==> config.mk <==
export PLATFORM = sky130hd
export DESIGN_NAME = epm_pin_mux
export DESIGN_NICKNAME = d
export VERILOG_FILES = /design/src/epm_pkg.sv /design/src/epm_blink_if.sv /design/src/epm_pin_mux.sv /design/src/epm_blink.sv
export SDC_FILE = /design/constraint.sdc
export NUM_CORES = 1
export LEC_CHECK = 0
export BUFFER_PORTS_ARGS = -buffer_cell sky130_fd_sc_hd__buf_4
export CAP_MARGIN = 40
export CORE_ASPECT_RATIO = 0.8
export CORE_MARGIN = 8
export CORE_UTILIZATION = 35
export CTS_BUF_LIST = sky130_fd_sc_hd__clkbuf_16
export DETAILED_ROUTE_END_ITERATION = 10
export HOLD_SLACK_MARGIN = 0.03
export SYNTH_ARGS = -nofsm -noshare
export SYNTH_HDL_FRONTEND = slang
export SYNTH_HIERARCHICAL = 1
export SYNTH_SLANG_ARGS = --single-unit
export TNS_END_PERCENT = 10
==> constraint.sdc <==
create_clock -name CLOCK -period 5.9 [get_ports CLOCK]
set_clock_uncertainty 0.2 [all_clocks]
set_input_delay 1.18 -clock CLOCK [delete_from_list [all_inputs] [get_ports CLOCK]]
set_output_delay 1.18 -clock CLOCK [all_outputs]
set_load 0.05 [all_outputs]
==> src/epm_pkg.sv <==
package epm_pkg;
	// ******************************************************
	// Serial memory pin function select codes
	// ******************************************************
	localparam logic [1:0] MSEL_MEM = 2'h0;
	localparam logic [1:0] MSEL_GPO = 2'h1;
	localparam logic [1:0] MSEL_MII_EN = 2'h2;
	localparam logic [1:0] MSEL_MII_CLK = 2'h3;

	// ******************************************************
	// General-purpose pin mode codes (3 behaves as input)
	// ******************************************************
	localparam logic [1:0] GM_INPUT = 2'h0;
	localparam logic [1:0] GM_PUSH = 2'h1;
	localparam logic [1:0] GM_OPEN = 2'h2;
	localparam int GPIO_COUNT = 3;
	localparam int GPIO_SPEED = 0;
	localparam int GPIO_LINK = 1;
	localparam int GPIO_DUPLEX = 2;

	// ******************************************************
	// Reset values
	// ******************************************************
	localparam logic RST_STRAP = 1'h1;
	localparam logic RST_LED_N = 1'h1;

	// ******************************************************
	// Activity blink timing
	// ******************************************************
	localparam int unsigned BLINK_TIME_MS = 80;
	localparam int unsigned CLOCK_FREQ_KHZ = 100000;
	localparam int unsigned BLINK_CYCLES = BLINK_TIME_MS * CLOCK_FREQ_KHZ;

	typedef enum logic [1:0] {
		BL_IDLE,
		BL_OFF,
		BL_HOLD
	} epm_blink_state_type;
endpackage : epm_pkg

==> src/epm_blink_if.sv <==
interface epm_blink_if;
	logic act;
	logic link;
	logic led_n;
	modport core (output act, output link, input led_n);
	modport timer (input act, input link, output led_n);
endinterface : epm_blink_if

==> src/epm_pin_mux.sv <==
module epm_pin_mux import epm_pkg::*; #(
	parameter int unsigned BLINK_LEN = BLINK_CYCLES
) (
	// Clock and control
	input wire logic CLOCK,
	input wire logic RST_B,
	input wire logic CLK_EN,
	input wire logic HOST_BUS_RESET_N,
	// Configuration
	input wire logic [1:0] MEM_DATA_SEL,
	input wire logic [1:0] MEM_CLK_SEL,
	input wire logic GEN_OUTPUT_THREE,
	input wire logic GEN_OUTPUT_FOUR,
	input wire logic [2*GPIO_COUNT-1:0] GPIO_MODE,
	input wire logic [GPIO_COUNT-1:0] GPIO_OUT,
	input wire logic [GPIO_COUNT-1:0] GPIO_LED_EN,
	output logic [GPIO_COUNT-1:0] GPIO_IN_STATUS,
	output logic TEST_STRAP,
	output logic STRAP_VALID,
	// Serial memory engine
	input wire logic MEM_DO,
	input wire logic MEM_DOE,
	input wire logic MEM_CLK_OUT,
	input wire logic MEM_CS_REQ,
	output logic MEM_DATA_IN,
	// Internal media interface and link state
	input wire logic MII_TX_EN,
	input wire logic MII_TX_CLK,
	input wire logic MII_RX_DV,
	input wire logic MII_RX_CLK,
	input wire logic LINK_UP,
	input wire logic SPEED_100,
	input wire logic AUTONEG_BUSY,
	input wire logic FULL_DUPLEX,
	// Serial memory pins
	input wire logic MEM_SERIAL_DATA_PIN_I,
	output logic MEM_SERIAL_DATA_PIN_O,
	output logic MEM_SERIAL_DATA_PIN_OE,
	input wire logic MEM_SERIAL_CLOCK_PIN_I,
	output logic MEM_SERIAL_CLOCK_PIN_O,
	output logic MEM_SERIAL_CLOCK_PIN_OE,
	output logic MEM_CHIP_SELECT_PIN,
	// General-purpose pins
	input wire logic [GPIO_COUNT-1:0] GEN_IO_I,
	output logic [GPIO_COUNT-1:0] GEN_IO_O,
	output logic [GPIO_COUNT-1:0] GEN_IO_OE
);
	// Returns {oe, o} for one pin in the given mode
	function automatic logic [1:0] pin_drive(input logic [1:0] mode, input logic val);
		logic [1:0] r;
		case (mode)
			GM_PUSH: r = {1'b1, val};
			GM_OPEN: r = {~val, 1'b0};
			default: r = 2'b00;
		endcase
		return r;
	endfunction : pin_drive

	epm_blink_if blink_ifc ();
	logic [GPIO_COUNT-1:0] led_n;
	logic [GPIO_COUNT-1:0] next_gio_o, next_gio_oe, next_gin;
	logic next_d_o, next_d_oe, next_din;
	logic next_c_o, next_c_oe, next_cs;
	logic next_strap, next_strap_valid;

	// ******************************************************
	// Activity blinker
	// ******************************************************
	assign blink_ifc.act = MII_TX_EN | MII_RX_DV;
	assign blink_ifc.link = LINK_UP;

	epm_blink #(
		.BLINK_LEN(BLINK_LEN)
	) u_blink (
		.clock(CLOCK),
		.rst_b(RST_B),
		.clk_en(CLK_EN),
		.ifc(blink_ifc)
	);

	// ******************************************************
	// Indicators
	// ******************************************************
	// Released (high) only for a linked 10M link; lit at 100, while negotiating and unplugged
	assign led_n[GPIO_SPEED] = LINK_UP & ~SPEED_100 & ~AUTONEG_BUSY;
	assign led_n[GPIO_LINK] = blink_ifc.led_n;
	assign led_n[GPIO_DUPLEX] = ~FULL_DUPLEX;

	// ******************************************************
	// General-purpose pins
	// ******************************************************
	always_comb begin
		for (int i = 0; i < GPIO_COUNT; i++) begin
			// Indicator and general use never share the pin at once
			if (GPIO_LED_EN[i]) begin
				{next_gio_oe[i], next_gio_o[i]} = pin_drive(GM_OPEN, led_n[i]);
			end else begin
				{next_gio_oe[i], next_gio_o[i]} = pin_drive(GPIO_MODE[2*i +: 2], GPIO_OUT[i]);
			end
		end
		next_gin = GEN_IO_I;
	end

	always_ff @(posedge CLOCK) begin
		if (!RST_B) begin
			GEN_IO_O <= '0;
			GEN_IO_OE <= '0;
			GPIO_IN_STATUS <= '0;
		end else if (CLK_EN) begin
			GEN_IO_O <= next_gio_o;
			GEN_IO_OE <= next_gio_oe;
			GPIO_IN_STATUS <= next_gin;
		end
	end

	// ******************************************************
	// Serial memory pins and power-up latch
	// ******************************************************
	always_comb begin
		next_strap = TEST_STRAP;
		next_strap_valid = STRAP_VALID;
		// Level is taken on the first cycle after the bus reset lifts
		if (!STRAP_VALID && HOST_BUS_RESET_N) begin
			next_strap = MEM_SERIAL_CLOCK_PIN_I;
			next_strap_valid = 1'b1;
		end
		case (MEM_DATA_SEL)
			MSEL_GPO: {next_d_oe, next_d_o} = {1'b1, GEN_OUTPUT_THREE};
			MSEL_MII_EN: {next_d_oe, next_d_o} = {1'b1, MII_TX_EN};
			MSEL_MII_CLK: {next_d_oe, next_d_o} = {1'b1, MII_TX_CLK};
			default: {next_d_oe, next_d_o} = {MEM_DOE, MEM_DO};
		endcase
		case (MEM_CLK_SEL)
			MSEL_GPO: next_c_o = GEN_OUTPUT_FOUR;
			MSEL_MII_EN: next_c_o = MII_RX_DV;
			MSEL_MII_CLK: next_c_o = MII_RX_CLK;
			default: next_c_o = MEM_CLK_OUT;
		endcase
		// No drive until the strap has been read
		next_c_oe = next_strap_valid;
		next_cs = MEM_CS_REQ & (MEM_DATA_SEL == MSEL_MEM) & (MEM_CLK_SEL == MSEL_MEM);
		next_din = MEM_SERIAL_DATA_PIN_I;
	end

	always_ff @(posedge CLOCK) begin
		if (!RST_B) begin
			TEST_STRAP <= RST_STRAP;
			STRAP_VALID <= 1'b0;
			MEM_SERIAL_DATA_PIN_O <= 1'b0;
			MEM_SERIAL_DATA_PIN_OE <= 1'b0;
			MEM_SERIAL_CLOCK_PIN_O <= 1'b0;
			MEM_SERIAL_CLOCK_PIN_OE <= 1'b0;
			MEM_CHIP_SELECT_PIN <= 1'b0;
			MEM_DATA_IN <= 1'b0;
		end else if (CLK_EN) begin
			TEST_STRAP <= next_strap;
			STRAP_VALID <= next_strap_valid;
			MEM_SERIAL_DATA_PIN_O <= next_d_o;
			MEM_SERIAL_DATA_PIN_OE <= next_d_oe;
			MEM_SERIAL_CLOCK_PIN_O <= next_c_o;
			MEM_SERIAL_CLOCK_PIN_OE <= next_c_oe;
			MEM_CHIP_SELECT_PIN <= next_cs;
			MEM_DATA_IN <= next_din;
		end
	end

	// Reset is part of each next-cycle trigger too: the edge that lifts it still clears the flops
	logic live_step;
	assign live_step = RST_B & CLK_EN;
endmodule : epm_pin_mux

==> src/epm_blink.sv <==
module epm_blink import epm_pkg::*; #(
	parameter int unsigned BLINK_LEN = BLINK_CYCLES
) (
	// Clock and control
	input wire logic clock,
	input wire logic rst_b,
	input wire logic clk_en,
	// Activity and indicator
	epm_blink_if.timer ifc
);
	localparam int CW = $clog2(BLINK_LEN + 1);
	localparam logic [CW-1:0] LAST = CW'(BLINK_LEN - 1);

	epm_blink_state_type st, next_st;
	logic [CW-1:0] cnt, next_cnt;
	logic pend, next_pend;
	logic led_n, next_led_n;

	assign ifc.led_n = led_n;

	// ******************************************************
	// Blink sequencer
	// ******************************************************
	always_comb begin
		next_st = st;
		next_cnt = cnt;
		next_pend = pend;
		case (st)
			BL_IDLE: begin
				if (ifc.act) begin
					next_st = BL_OFF;
					next_cnt = '0;
				end
			end
			BL_OFF: begin
				if (cnt == LAST) begin
					next_st = BL_HOLD;
					next_cnt = '0;
					next_pend = 1'b0;
				end else begin
					next_cnt = cnt + CW'(1);
				end
			end
			BL_HOLD: begin
				// Activity during the dark-free hold is remembered, not dropped
				next_pend = pend | ifc.act;
				if (cnt == LAST) begin
					next_st = (pend | ifc.act) ? BL_OFF : BL_IDLE;
					next_cnt = '0;
					next_pend = 1'b0;
				end else begin
					next_cnt = cnt + CW'(1);
				end
			end
			default: begin
				next_st = BL_IDLE;
				next_cnt = '0;
				next_pend = 1'b0;
			end
		endcase
		// Lit solid on link, dark for the off phase
		next_led_n = (next_st == BL_OFF) | ~ifc.link;
	end

	always_ff @(posedge clock) begin
		if (!rst_b) begin
			st <= BL_IDLE;
			cnt <= '0;
			pend <= 1'b0;
			led_n <= RST_LED_N;
		end else if (clk_en) begin
			st <= next_st;
			cnt <= next_cnt;
			pend <= next_pend;
			led_n <= next_led_n;
		end
	end
endmodule : epm_blink

# Word-level counts from Yosys, hierarchy flattened
# Cells that the tools add are included.
# op_classes
div	0
n_shift	0
n_mul	0
bitwise_logic	16
eq_ne	18
n_addsub	1
n_reduce_logical	10
n_lt_le_gt_ge	0
muxes	24
# ops
cell	n
$mux 23	2
$pmux 23 s2	1
$add 23x1->23 const B	1
$eq 23x23->1 const B	1
$eq 2x2->1 const B	8
$eq 2x1->1 const B	7
$pmux 2 s2	3
$mux 1	11
$not 1->1	9
$pmux 1 s3	3
$logic_not 2->1	3
$mux 2	3
$pmux 2 s3	1
$and 1x1->1	4
$ne 2x1->1 const B	2
$reduce_and 2->1	2
$or 1x1->1	3
$reduce_and 3->1	1
$reduce_or 3->1	1
$reduce_or 2->1	1
$logic_and 1x1->1	1
$logic_not 1->1	1
# totals
ramBits	0
in_bits	39
word_cells	83
reg_bits	43
output_inout_bits	17
memories	0
latch_bits	0
mem_bits_ro	0

# Depth between registers and ports, before layout
# Gate-level depths: netlist (run 1).
# logic_depth
depth_word	7
mapped_depth	8
mapped_depth_nobuf	8

# Modules after synthesis
# Netlist (run 1), hierarchy kept.
# by_module_without_submodules
module	instances	cells_per_inst	seq_area_each_um2	area_per_inst_um2
epm_blink	1	170	540.5	1443.9
epm_pin_mux	1	90	320.3	833.3

# Worst setup path before layout (run 1)
# Ideal clock, no wire load.
# synth_path
path_type	input-to-reg
start	input MII_TX_EN
end	register u_blink.cnt[11]
path_slack_ns	3.090
setup_time_ns	0.070
t_required_ns	5.630
cell_stages	7
arrival_time_ns	2.540
n_path_buf	0
cell_sequence	or2_2 -> nand2b_1 -> nand3_1 -> nor2_1 -> nand3_1 -> or4b_2 -> a21oi_1
# synth_between
elab_chain_cells	3
# synth_rtl
item	line	rtl
start, declared	epm_pin_mux.sv:27	input wire logic MII_TX_EN,
$or 1x1->1	epm_pin_mux.sv:69	assign blink_ifc.act = MII_TX_EN | MII_RX_DV;
$ne 2x1->1 (no source line)	-	
$reduce_and 2->1 (no source line)	-	
end signal, assigned	epm_blink.sv:73	cnt <= next_cnt;
end, declared	epm_blink.sv:15	logic [CW-1:0] cnt, next_cnt;
# Every way passes these cells.
# A chain may end at the register's enable or synchronous reset.

# Worst setup path in the final report (run 1)
# layout_path
start	input CLK_EN
end	register u_blink.cnt[18]
# layout_between
elab_chain_cells	1
# layout_rtl
item	line	rtl
start, declared	epm_pin_mux.sv:7	input wire logic CLK_EN,
$reduce_and 2->1 (no source line)	-	
# Every way passes these cells.

==> impl_metrics.py, run 1 <==
metrics = {
    "outcome": {
        "outcome": "complete, no violations",
    },
    "worst_setup_path": {
        "rr_worst_depth": 8,
        "cp_slowest_stage_delay_ns": 0.46,
        "crit_required_ns": 5.84,
        "worstPathArrival_ns": 2.88,
        "r2r_slack_ns": 3.39,
        "critPathCaptureType": "flop",
        "regToRegStartpoint": "u_blink/st[0]",
        "timing.critical_path.from_type": "primary input",
        "worstPathCellList": "buf_4 > inv_1 > or3_1 > nor3_2 > and3_2 > xnor2_1 > nor2_1",
        "critical_path.slowest_cell": "sky130_fd_sc_hd__or3_1",
        "worstPathMaxFanout": 33,
        "timing.rr.end": "u_blink/cnt[11]",
        "worst-setup-path-type": "in -> reg",
    },
    "floorplanning": {
        "boundaryPins": 56,
        "dieArea_mm2": 0.00936,
        "die_height_um": 88.1,
        "fp-row-count": 26,
        "chipWidth_um": 106,
        "initial_core_util": 0.359,
        "floorplan.core_area_mm2": 0.00634,
    },
    "min_path": {
        "worstHoldPathType": "reg -> reg",
        "holdPathStages": 2,
        "min_delay_src": "GEN_IO_O[1]",
        "min_delay_worst_endpoint": "GEN_IO_O[1]",
    },
    "timing": {
        "fin_ws_ns": 2.96,
        "timing_worst_slew_pin_value_ns": 0.876,
        "setup-violations-final": 0,
        "timing_max_transition_violations_final": 0,
        "rsz0062_at_grt": "false",
        "fmaxAchievable_mhz": 340,
        "final_hold_viol_count": 0,
        "timing.setup.tns_ns": 0,
        "worst_rel_slew_slack": 0.411,
        "fraction_of_the_cycle_the_final_worst_path_needs": 0.498,
        "min_cycle_time_layout_ns": 2.94,
    },
    "yosys": {
        "avgSynthCellArea_um2": 8.76,
        "synth.distinct_cells": 52,
        "postSynthCellCount": 260,
        "post_synth_instance_area_mm2": 0.00228,
        "ys_warn_count": 6,
        "syn_nets": 310,
        "postSynthRegisterBits": 43,
        "synth.yosys.seq_area_share": 0.378,
    },
    "placed_design": {
        "place.port_buffers": 55,
        "placedCellCount": 391,
        "weighted_congestion_reported_at_the_end_of_routability_driven_placement": 0.801,
        "placement.setup.worst_slack_ns": 2.66,
        "dp_hpwl_um": 3850,
    },
    "finish": {
        "layoutNonFillerInstCount": 397,
        "layout.cells.most_common": "sky130_fd_sc_hd__buf_4",
        "post_route_cells_drive_above_1_share": 0.243,
        "areaGrowthSynthToFinish_pct": 25.9,
        "antenna_cells": 0,
        "mostFrequentLayoutCells": "55 x sky130_fd_sc_hd__buf_4, 43 x sky130_fd_sc_hd__dfxtp_1, 29 x sky130_fd_sc_hd__nor2_1",
        "final_nets": 364,
    },
    "grt": {
        "wire_length_of_the_first_global_routing_pass_um": 8620,
        "antenna_found_initial": 0,
        "gr-total-overflow": 0,
        "grt.total_usage": 0.113,
        "grt_max_degree": 34,
        "grt_pass1_vias": 1830,
    },
    "pwr": {
        "leakagePower_nw": 1.15,
        "power-per-cell-area_mw_per_mm2": 227,
        "vdd_ir_drop_max_uv": 102,
        "total_power_w": 0.000652,
    },
    "detailed_routing": {
        "first_iter_violations": 54,
        "routed_wire_length_per_instance_um": 12.6,
        "routed_wirelength_um": 5020,
        "number_of_iterations_in_the_first_detailed_routing_pass": 4,
        "route.detailed.vias_per_inst": 4.89,
        "dr_total_vias": 1941,
        "number_of_routed_nets_with_antenna_violations": 0,
        "drc": 0,
    },
    "clock_network": {
        "cts_max_level": 2,
        "cts_sinks": 43,
        "ctsRootBufferMaster": "sky130_fd_sc_hd__clkbuf_16",
        "cts_tree": "yes",
        "cts_hold_repair.buffers": 0,
        "clk_transition_reported_paths_ns": 0.05,
        "maximum_buffer_depth_of_the_clock_tree": 2,
        "insertion_delay_ns": 0.27,
        "cts_buffers": 5,
        "postCtsSetupRepairBufs": 0,
        "cts_resized": 0,
    },
    "flow_run": {
        "maxCapViolations": 0,
    },
}
[power by group]
| group | total (W) | internal [W] | switching [W] |
|---|---|---|---|
| Combinational | 0.000102 | 0.0000435 | 0.0000580 |
| Sequential | 0.000304 | 0.000299 | 0.00000524 |
| Clock | 0.000246 | 0.000150 | 0.0000962 |
[cells in the mapped netlist, drive strengths merged]
library cell  count  area, µm²
buf               7       52.5
and4              2       17.5
a211oi            3       27.5
and3              7       47.5
nor3              9       50.1
o211ai            1       7.51
xnor2             6       52.6
o31ai             2       15.0
nand2b            6       37.5
or3               4       31.3
a21oi            11       55.1
nor4              1       6.26
xor2             12        105
nand4             7       43.8
o221ai            1       8.76
o21a              1       7.51
a21boi            4       30.0
nand3            14       70.1
mux2i             6       60.1
clkbuf            1       3.75
nor2             29        109
dfxtp            43        861
nand4b            1       8.76
a22oi             1       7.51
o21bai            1       7.51
or4b              1       10.0
inv              12       45.0
nor3b             1       7.51
o21ai            13       76.3
mux2              1       11.3
a31oi             3       18.8
and4bb            1       12.5
nand2            18       67.6
nor4b             2       23.8
ha               11        138
mux4              2       45.0
o311ai            1       8.76
and2              2       15.0
nor2b            11       68.8
or2               1       6.26
[logic make-up after synthesis]
| kind of cell | Yosys count | share of synthesized area |
|---|---|---|
| fa+ha+maj | 11 | 0.0604 |
| xor+xnor | 18 | 0.0692 |
| flops | 43 | 0.378 |
| mux | 9 | 0.0511 |
| buf+inv | 20 | 0.0445 |
| compound gates | 42 | 0.119 |
| simple gates | 117 | 0.278 |
[flip-flops by register name (all words and copies together), names as in the netlist]
| register | cells |
|---|---|
| u_blink/cnt | 23 |
| GEN_IO_OE | 3 |
| GEN_IO_O | 3 |
| GPIO_IN_STATUS | 3 |
| u_blink/st | 2 |
| MEM_CHIP_SELECT_PIN | 1 |
| MEM_DATA_IN | 1 |
| MEM_SERIAL_CLOCK_PIN_O | 1 |
| MEM_SERIAL_CLOCK_PIN_OE | 1 |
| MEM_SERIAL_DATA_PIN_O | 1 |
| MEM_SERIAL_DATA_PIN_OE | 1 |
| TEST_STRAP | 1 |
| u_blink/ifc.led_n | 1 |
| u_blink/pend | 1 |
[cell type report]
| cell class | count | area, µm² |
|---|---|---|
| well taps | 84 | 105 |
| flip-flops and latches | 43 | 861 |
| inverters | 12 | 45.0 |
| multi-input cells | 197 | 1320 |
| fillers | 629 | 3480 |
| repair buffers | 55 | 413 |
| clock buffers | 5 | 125 |
| clock inverters | 1 | 3.75 |
[layer usage]
metal  routed length [µm]  up-vias  GRT usage  part of all wire
li1                     -     1014          -                 -
met1                 2510      893      0.141              0.50
met2                 2280       29      0.183              0.45
met3                  170        5     0.0272             0.034
met4                   63        0     0.0459             0.013
met5                    0        -          0                 0
[how the worst max path moves through the flow]
stage,from,slack [ns],depth (start not counted),to
2_1_floorplan,MII_TX_EN,3.09,7,u_blink/cnt[11]
3_5_place_dp,CLK_EN,2.66,7,u_blink/cnt[18]
3_3_place_gp,CLK_EN,2.72,7,u_blink/cnt[18]
4_1_cts,CLK_EN,2.97,7,u_blink/cnt[18]
6_report,CLK_EN,2.96,7,u_blink/cnt[18]
5_1_grt,CLK_EN,2.82,7,u_blink/cnt[22]
[worst max-delay path: cells and delay by family]
kind,cells,cell delay (ns)
xor+xnor,1,0.11
buf+inv,2,0.50
simple gates,4,1.09
[metrics by stage]
step / util / hold WS [ns] / area (µm²)
4_1_cts: 0.452 / 0.278 / 2870
3_3_place_gp: 0.432 / 0.258 / 2740
6_report: 0.452 / 0.277 / 2870
5_1_grt: 0.452 / 0.294 / 2870
3_5_place_dp: 0.432 / 0.267 / 2740
2_1_floorplan: - / 0.248 / 2280
Power figures use the tool's default switching activity.
==> run 2: changes to the inputs <==
clock period = 2.9 ns   (was 5.9 ns; I/O delays follow)
==> run 2 against run 1 <==
Compared with the run above: via count shrank 0.72%; final cell count up 1.0%; critical path depth grew 1; setup slack worse by 2.6 ns; die area stayed put; total power grew 110%; non-clock buffer count grew 2; utilization grew 0.43 points; count of clock-buffer cells in the layout unchanged; design area up 0.96%; critical endpoint is now u_blink/cnt[11]; largest power group unchanged.
==> impl_metrics.py, run 2 (synthesis results as in run 1) <==
metrics = {
    "detailed_routing": {
        "routed_wirelength_um": 5160,
        "routed_wire_length_per_instance_um": 12.9,
        "route.detailed.vias_per_inst": 4.81,
        "number_of_iterations_in_the_first_detailed_routing_pass": 4,
        "dr_total_vias": 1927,
        "drc": 0,
        "number_of_routed_nets_with_antenna_violations": 0,
        "first_iter_violations": 70,
    },
    "finish": {
        "mostFrequentLayoutCells": "57 x sky130_fd_sc_hd__buf_4, 43 x sky130_fd_sc_hd__dfxtp_1, 29 x sky130_fd_sc_hd__nor2_1",
        "final_nets": 366,
        "areaGrowthSynthToFinish_pct": 27.1,
        "fillCellCount": 630,
        "post_route_cells_drive_above_1_share": 0.252,
        "largest_register_ff_count": 23,
        "layout.cells.most_common": "sky130_fd_sc_hd__buf_4",
        "antenna_cells": 0,
        "biggest_register": "u_blink/cnt",
    },
    "worst_setup_path": {
        "rr_worst_depth": 8,
        "worstPathMaxFanout": 7,
        "crit_required_ns": 2.91,
        "worst-setup-path-type": "reg -> reg",
        "timing.rr.end": "u_blink/cnt[11]",
        "critPathCaptureType": "flop",
        "regToRegStartpoint": "u_blink/st[1]",
        "timing.critical_path.from_type": "flop",
        "worstPathArrival_ns": 2.52,
        "r2r_slack_ns": 0.39,
    },
    "timing": {
        "setup-violations-final": 0,
        "rsz0062_at_grt": "false",
        "timing.setup.tns_ns": 0,
        "final_hold_viol_count": 0,
        "worst_rel_slew_slack": 0.589,
        "timing_max_transition_violations_final": 0,
        "timing_worst_slew_pin_value_ns": 0.614,
        "hold-worst-slack_ns": 0.273,
        "fmaxAchievable_mhz": 398,
        "min_cycle_time_layout_ns": 2.51,
        "fraction_of_the_cycle_the_final_worst_path_needs": 0.865,
    },
    "pwr": {
        "power-per-cell-area_mw_per_mm2": 469,
        "leakagePower_nw": 1.17,
        "vdd_ir_drop_max_uv": 217,
    },
    "clock_network": {
        "cts_buffers": 5,
        "cts_hold_repair.buffers": 0,
        "clk_transition_reported_paths_ns": 0.06,
        "insertion_delay_ns": 0.28,
        "postCtsSetupRepairBufs": 0,
        "ctsRootBufferMaster": "sky130_fd_sc_hd__clkbuf_16",
        "cts_max_level": 2,
        "cts_tree": "yes",
        "cts_sinks": 43,
        "maximum_buffer_depth_of_the_clock_tree": 2,
        "cts_resized": 0,
    },
    "floorplanning": {
        "boundaryPins": 56,
        "dieArea_mm2": 0.00936,
        "chipWidth_um": 106,
        "floorplan.core_area_mm2": 0.00634,
        "die_height_um": 88.1,
        "initial_core_util": 0.359,
        "fp-row-count": 26,
    },
    "min_path": {
        "min_delay_worst_endpoint": "MEM_CHIP_SELECT_PIN",
        "min_delay_src": "MEM_CHIP_SELECT_PIN",
        "worstHoldPathType": "reg -> reg",
        "holdPathStages": 2,
    },
    "grt": {
        "grt.total_usage": 0.116,
        "wire_length_of_the_first_global_routing_pass_um": 8770,
        "grt_pass1_vias": 1804,
        "antenna_found_initial": 0,
        "gr-total-overflow": 0,
        "grt_max_degree": 27,
    },
    "flow_run": {
        "maxCapViolations": 0,
    },
    "placed_design": {
        "place.port_buffers": 55,
        "dp_hpwl_um": 3980,
        "weighted_congestion_reported_at_the_end_of_routability_driven_placement": 0.786,
    },
    "outcome": {
        "outcome": "complete, no violations",
    },
}
[run 2: cell count changes in the layout (fill, tap and decap cells not counted)]
cell / previous run / this run
sky130_fd_sc_hd__clkinv_2: 0 / 1
sky130_fd_sc_hd__clkinvlp_4: 0 / 1
sky130_fd_sc_hd__buf_4: 55 / 57
[run 2: area by class of cell]
cell class | instances | area, µm² | share of cell area
multi-input combinational | 197 | 1320 | 0.454
clock inverter | 3 | 16.3 | 0.00562
clock buffer | 5 | 125 | 0.0432
inverter | 12 | 45.0 | 0.0156
timing repair buffer | 57 | 428 | 0.148
tap | 84 | 105 | 0.0363
sequential | 43 | 861 | 0.297
[run 2: critical path, stage by stage (launching register included)]
cell and delay [ns]:
sky130_fd_sc_hd__dfxtp_1 0.43, sky130_fd_sc_hd__inv_1 0.11, sky130_fd_sc_hd__ha_1 0.27, sky130_fd_sc_hd__nand2b_1 0.20
sky130_fd_sc_hd__nand3_1 0.15, sky130_fd_sc_hd__nor2_1 0.21, sky130_fd_sc_hd__nand3_1 0.12, sky130_fd_sc_hd__or4b_2 0.61
sky130_fd_sc_hd__a21oi_1 0.13
[run 2: routing by layer]
layer | routed length, µm | global-route usage | share of wire
met5 | 0 | 0 | 0
met4 | 73 | 0.0433 | 0.014
met3 | 169 | 0.0397 | 0.033
met2 | 2300 | 0.176 | 0.45
met1 | 2620 | 0.150 | 0.51
[run 2: power breakdown]
part | internal (W) | leakage [nW] | switching, W
Combinational | 0.0000911 | 0.745 | 0.000119
Clock | 0.000314 | 0.0710 | 0.000215
Sequential | 0.000608 | 0.350 | 0.0000103
Total | 0.00101 | 1.17 | 0.000344
[run 2: worst max path at each step]
stage / slack (ns) / start / end / cells after the start
6_report: 0.39 / u_blink/st[1] / u_blink/cnt[11] / 8
5_1_grt: 0.19 / u_blink/st[1] / u_blink/cnt[18] / 8
2_1_floorplan: 0.69 / MII_TX_EN / u_blink/cnt[11] / 7
3_5_place_dp: 0.40 / MII_TX_EN / u_blink/cnt[11] / 8
4_1_cts: 0.41 / u_blink/st[0] / u_blink/cnt[11] / 8
3_3_place_gp: 0.44 / u_blink/st[0] / u_blink/cnt[18] / 8
[run 2: per-stage QoR]
step / std cells / setup slack [ns] / utilization / total power (W) / instance area, µm²
2_1_floorplan: 260 / 0.690 / - / 0.000762 / 2280
3_3_place_gp: 393 / 0.439 / 0.434 / 0.000840 / 2750
3_5_place_dp: 393 / 0.398 / 0.434 / 0.000843 / 2750
4_1_cts: 401 / 0.414 / 0.456 / 0.00138 / 2900
5_1_grt: 401 / 0.192 / 0.456 / 0.00143 / 2900
6_report: 401 / 0.390 / 0.456 / 0.00136 / 2900
==> run 3: changes to the inputs <==
MAX_ROUTING_LAYER = met4   (was not set)
==> run 3 against run 2 <==
Compared with the run above: critical path depth unchanged; sequential power about the same; total power down 0.29%; count of clock-buffer cells in the layout unchanged; critical endpoint unchanged; largest cell class unchanged; largest power group unchanged.
==> impl_metrics.py, run 3 (synthesis results as in run 1) <==
metrics = {
    "outcome": {
        "outcome": "complete, no violations",
    },
    "finish": {
        "areaGrowthSynthToFinish_pct": 27.1,
        "post_route_cells_drive_above_1_share": 0.252,
        "mostFrequentLayoutCells": "57 x sky130_fd_sc_hd__buf_4, 43 x sky130_fd_sc_hd__dfxtp_1, 29 x sky130_fd_sc_hd__nor2_1",
        "fillCellCount": 630,
        "biggest_register": "u_blink/cnt",
        "final_core_utilization": 0.456,
        "largest_register_ff_count": 23,
        "layout.cells.most_common": "sky130_fd_sc_hd__buf_4",
        "antenna_cells": 0,
        "final_nets": 366,
    },
    "grt": {
        "grt_max_degree": 27,
        "gr-total-overflow": 0,
        "busiest_layer": "met2",
        "wire_length_of_the_first_global_routing_pass_um": 8770,
        "grt.met2_usage": 0.176,
        "grt.total_usage": 0.120,
        "antenna_found_initial": 0,
        "gr-usage-met3": 0.0390,
        "grt_pass1_vias": 1803,
        "met1_track_demand_over_resource": 0.150,
    },
    "detailed_routing": {
        "dr_total_vias": 1934,
        "routed_wirelength_um": 5120,
        "number_of_iterations_in_the_first_detailed_routing_pass": 4,
        "first_iter_violations": 85,
        "routed_wire_length_per_instance_um": 12.8,
        "drc": 0,
        "route.detailed.vias_per_inst": 4.82,
        "number_of_routed_nets_with_antenna_violations": 0,
    },
    "timing": {
        "final_hold_viol_count": 0,
        "fmaxAchievable_mhz": 400,
        "timing.setup.tns_ns": 0,
        "rsz0062_at_grt": "false",
        "timing_max_transition_violations_final": 0,
        "timing_worst_slew_pin_value_ns": 0.611,
        "worst_rel_slew_slack": 0.591,
        "min_cycle_time_layout_ns": 2.50,
        "setup-violations-final": 0,
        "fraction_of_the_cycle_the_final_worst_path_needs": 0.862,
    },
    "pwr": {
        "power-per-cell-area_mw_per_mm2": 467,
        "leakagePower_nw": 1.17,
        "vdd_ir_drop_max_uv": 215,
    },
    "worst_setup_path": {
        "crit_required_ns": 2.91,
        "timing.critical_path.from_type": "flop",
        "worst-setup-path-type": "reg -> reg",
        "worstPathArrival_ns": 2.51,
        "critPathCaptureType": "flop",
        "worstPathMaxFanout": 7,
        "r2r_slack_ns": 0.40,
    },
    "placed_design": {
        "place.port_buffers": 55,
        "dp_hpwl_um": 3980,
        "weighted_congestion_reported_at_the_end_of_routability_driven_placement": 0.797,
    },
    "floorplanning": {
        "boundaryPins": 56,
        "chipWidth_um": 106,
        "initial_core_util": 0.359,
        "dieArea_mm2": 0.00936,
        "floorplan.core_area_mm2": 0.00634,
        "fp-row-count": 26,
        "die_height_um": 88.1,
    },
    "clock_network": {
        "cts_max_level": 2,
        "insertion_delay_ns": 0.28,
        "cts_buffers": 5,
        "ctsRootBufferMaster": "sky130_fd_sc_hd__clkbuf_16",
        "cts_sinks": 43,
        "postCtsSetupRepairBufs": 0,
        "clk_transition_reported_paths_ns": 0.06,
        "cts_tree": "yes",
        "cts_hold_repair.buffers": 0,
        "cts_resized": 0,
        "maximum_buffer_depth_of_the_clock_tree": 2,
    },
    "flow_run": {
        "maxCapViolations": 0,
    },
    "min_path": {
        "worstHoldPathType": "reg -> reg",
    },
}
[run 3: cell counts in the layout (fill, tap and decap cells not counted)]
No cell type changed its count.
[run 3: critical path: stages (launching register included)]
cell                       delay (ns)
sky130_fd_sc_hd__dfxtp_1         0.40
sky130_fd_sc_hd__inv_1           0.11
sky130_fd_sc_hd__ha_1            0.29
sky130_fd_sc_hd__nand2b_1        0.20
sky130_fd_sc_hd__nand3_1         0.15
sky130_fd_sc_hd__nor2_1          0.22
sky130_fd_sc_hd__nand3_1         0.12
sky130_fd_sc_hd__or4b_2          0.61
sky130_fd_sc_hd__a21oi_1         0.13
[run 3: final timing paths]
path              cells past startpoint           startpoint                  end
hold / removal                        2  MEM_CHIP_SELECT_PIN  MEM_CHIP_SELECT_PIN
hold reg to reg                       2  MEM_CHIP_SELECT_PIN  MEM_CHIP_SELECT_PIN
setup / recovery                      8        u_blink/st[0]      u_blink/cnt[11]
setup reg to reg                      8        u_blink/st[0]      u_blink/cnt[11]
[run 3: routing by layer]
layer,vias up,share of wire,wire length [µm]
li1,1023,-,-
met1,885,0.51,2640
met2,22,0.45,2280
met3,4,0.024,122
met4,0,0.015,76
met5,-,0,0
[run 3: layout make-up]
class                           instances  area, µm²  area share
Clock buffer                            5        125      0.0432
Inverter                               12       45.0      0.0156
Timing Repair Buffer                   57        428       0.148
Sequential cell                        43        861       0.297
Clock inverter                          3       16.3     0.00562
Multi-Input combinational cell        197       1320       0.454
Tap cell                               84        105      0.0363
[run 3: report_power, final]
| part | total (W) | switching, W | internal [W] |
|---|---|---|---|
| combinational | 0.000210 | 0.000119 | 0.0000911 |
| clock | 0.000525 | 0.000211 | 0.000314 |
| sequential | 0.000618 | 0.0000103 | 0.000608 |
| total | 0.00135 | 0.000340 | 0.00101 |
[run 3: per-stage QoR]
step | hold WS, ns | instance area (µm²) | setup slack [ns] | instances | power [W]
2_1_floorplan | 0.248 | 2280 | 0.690 | 260 | 0.000762
3_3_place_gp | 0.256 | 2750 | 0.439 | 393 | 0.000840
3_5_place_dp | 0.266 | 2750 | 0.398 | 393 | 0.000843
4_1_cts | 0.278 | 2900 | 0.414 | 401 | 0.00138
5_1_grt | 0.301 | 2900 | 0.201 | 401 | 0.00143
6_report | 0.273 | 2900 | 0.400 | 401 | 0.00135
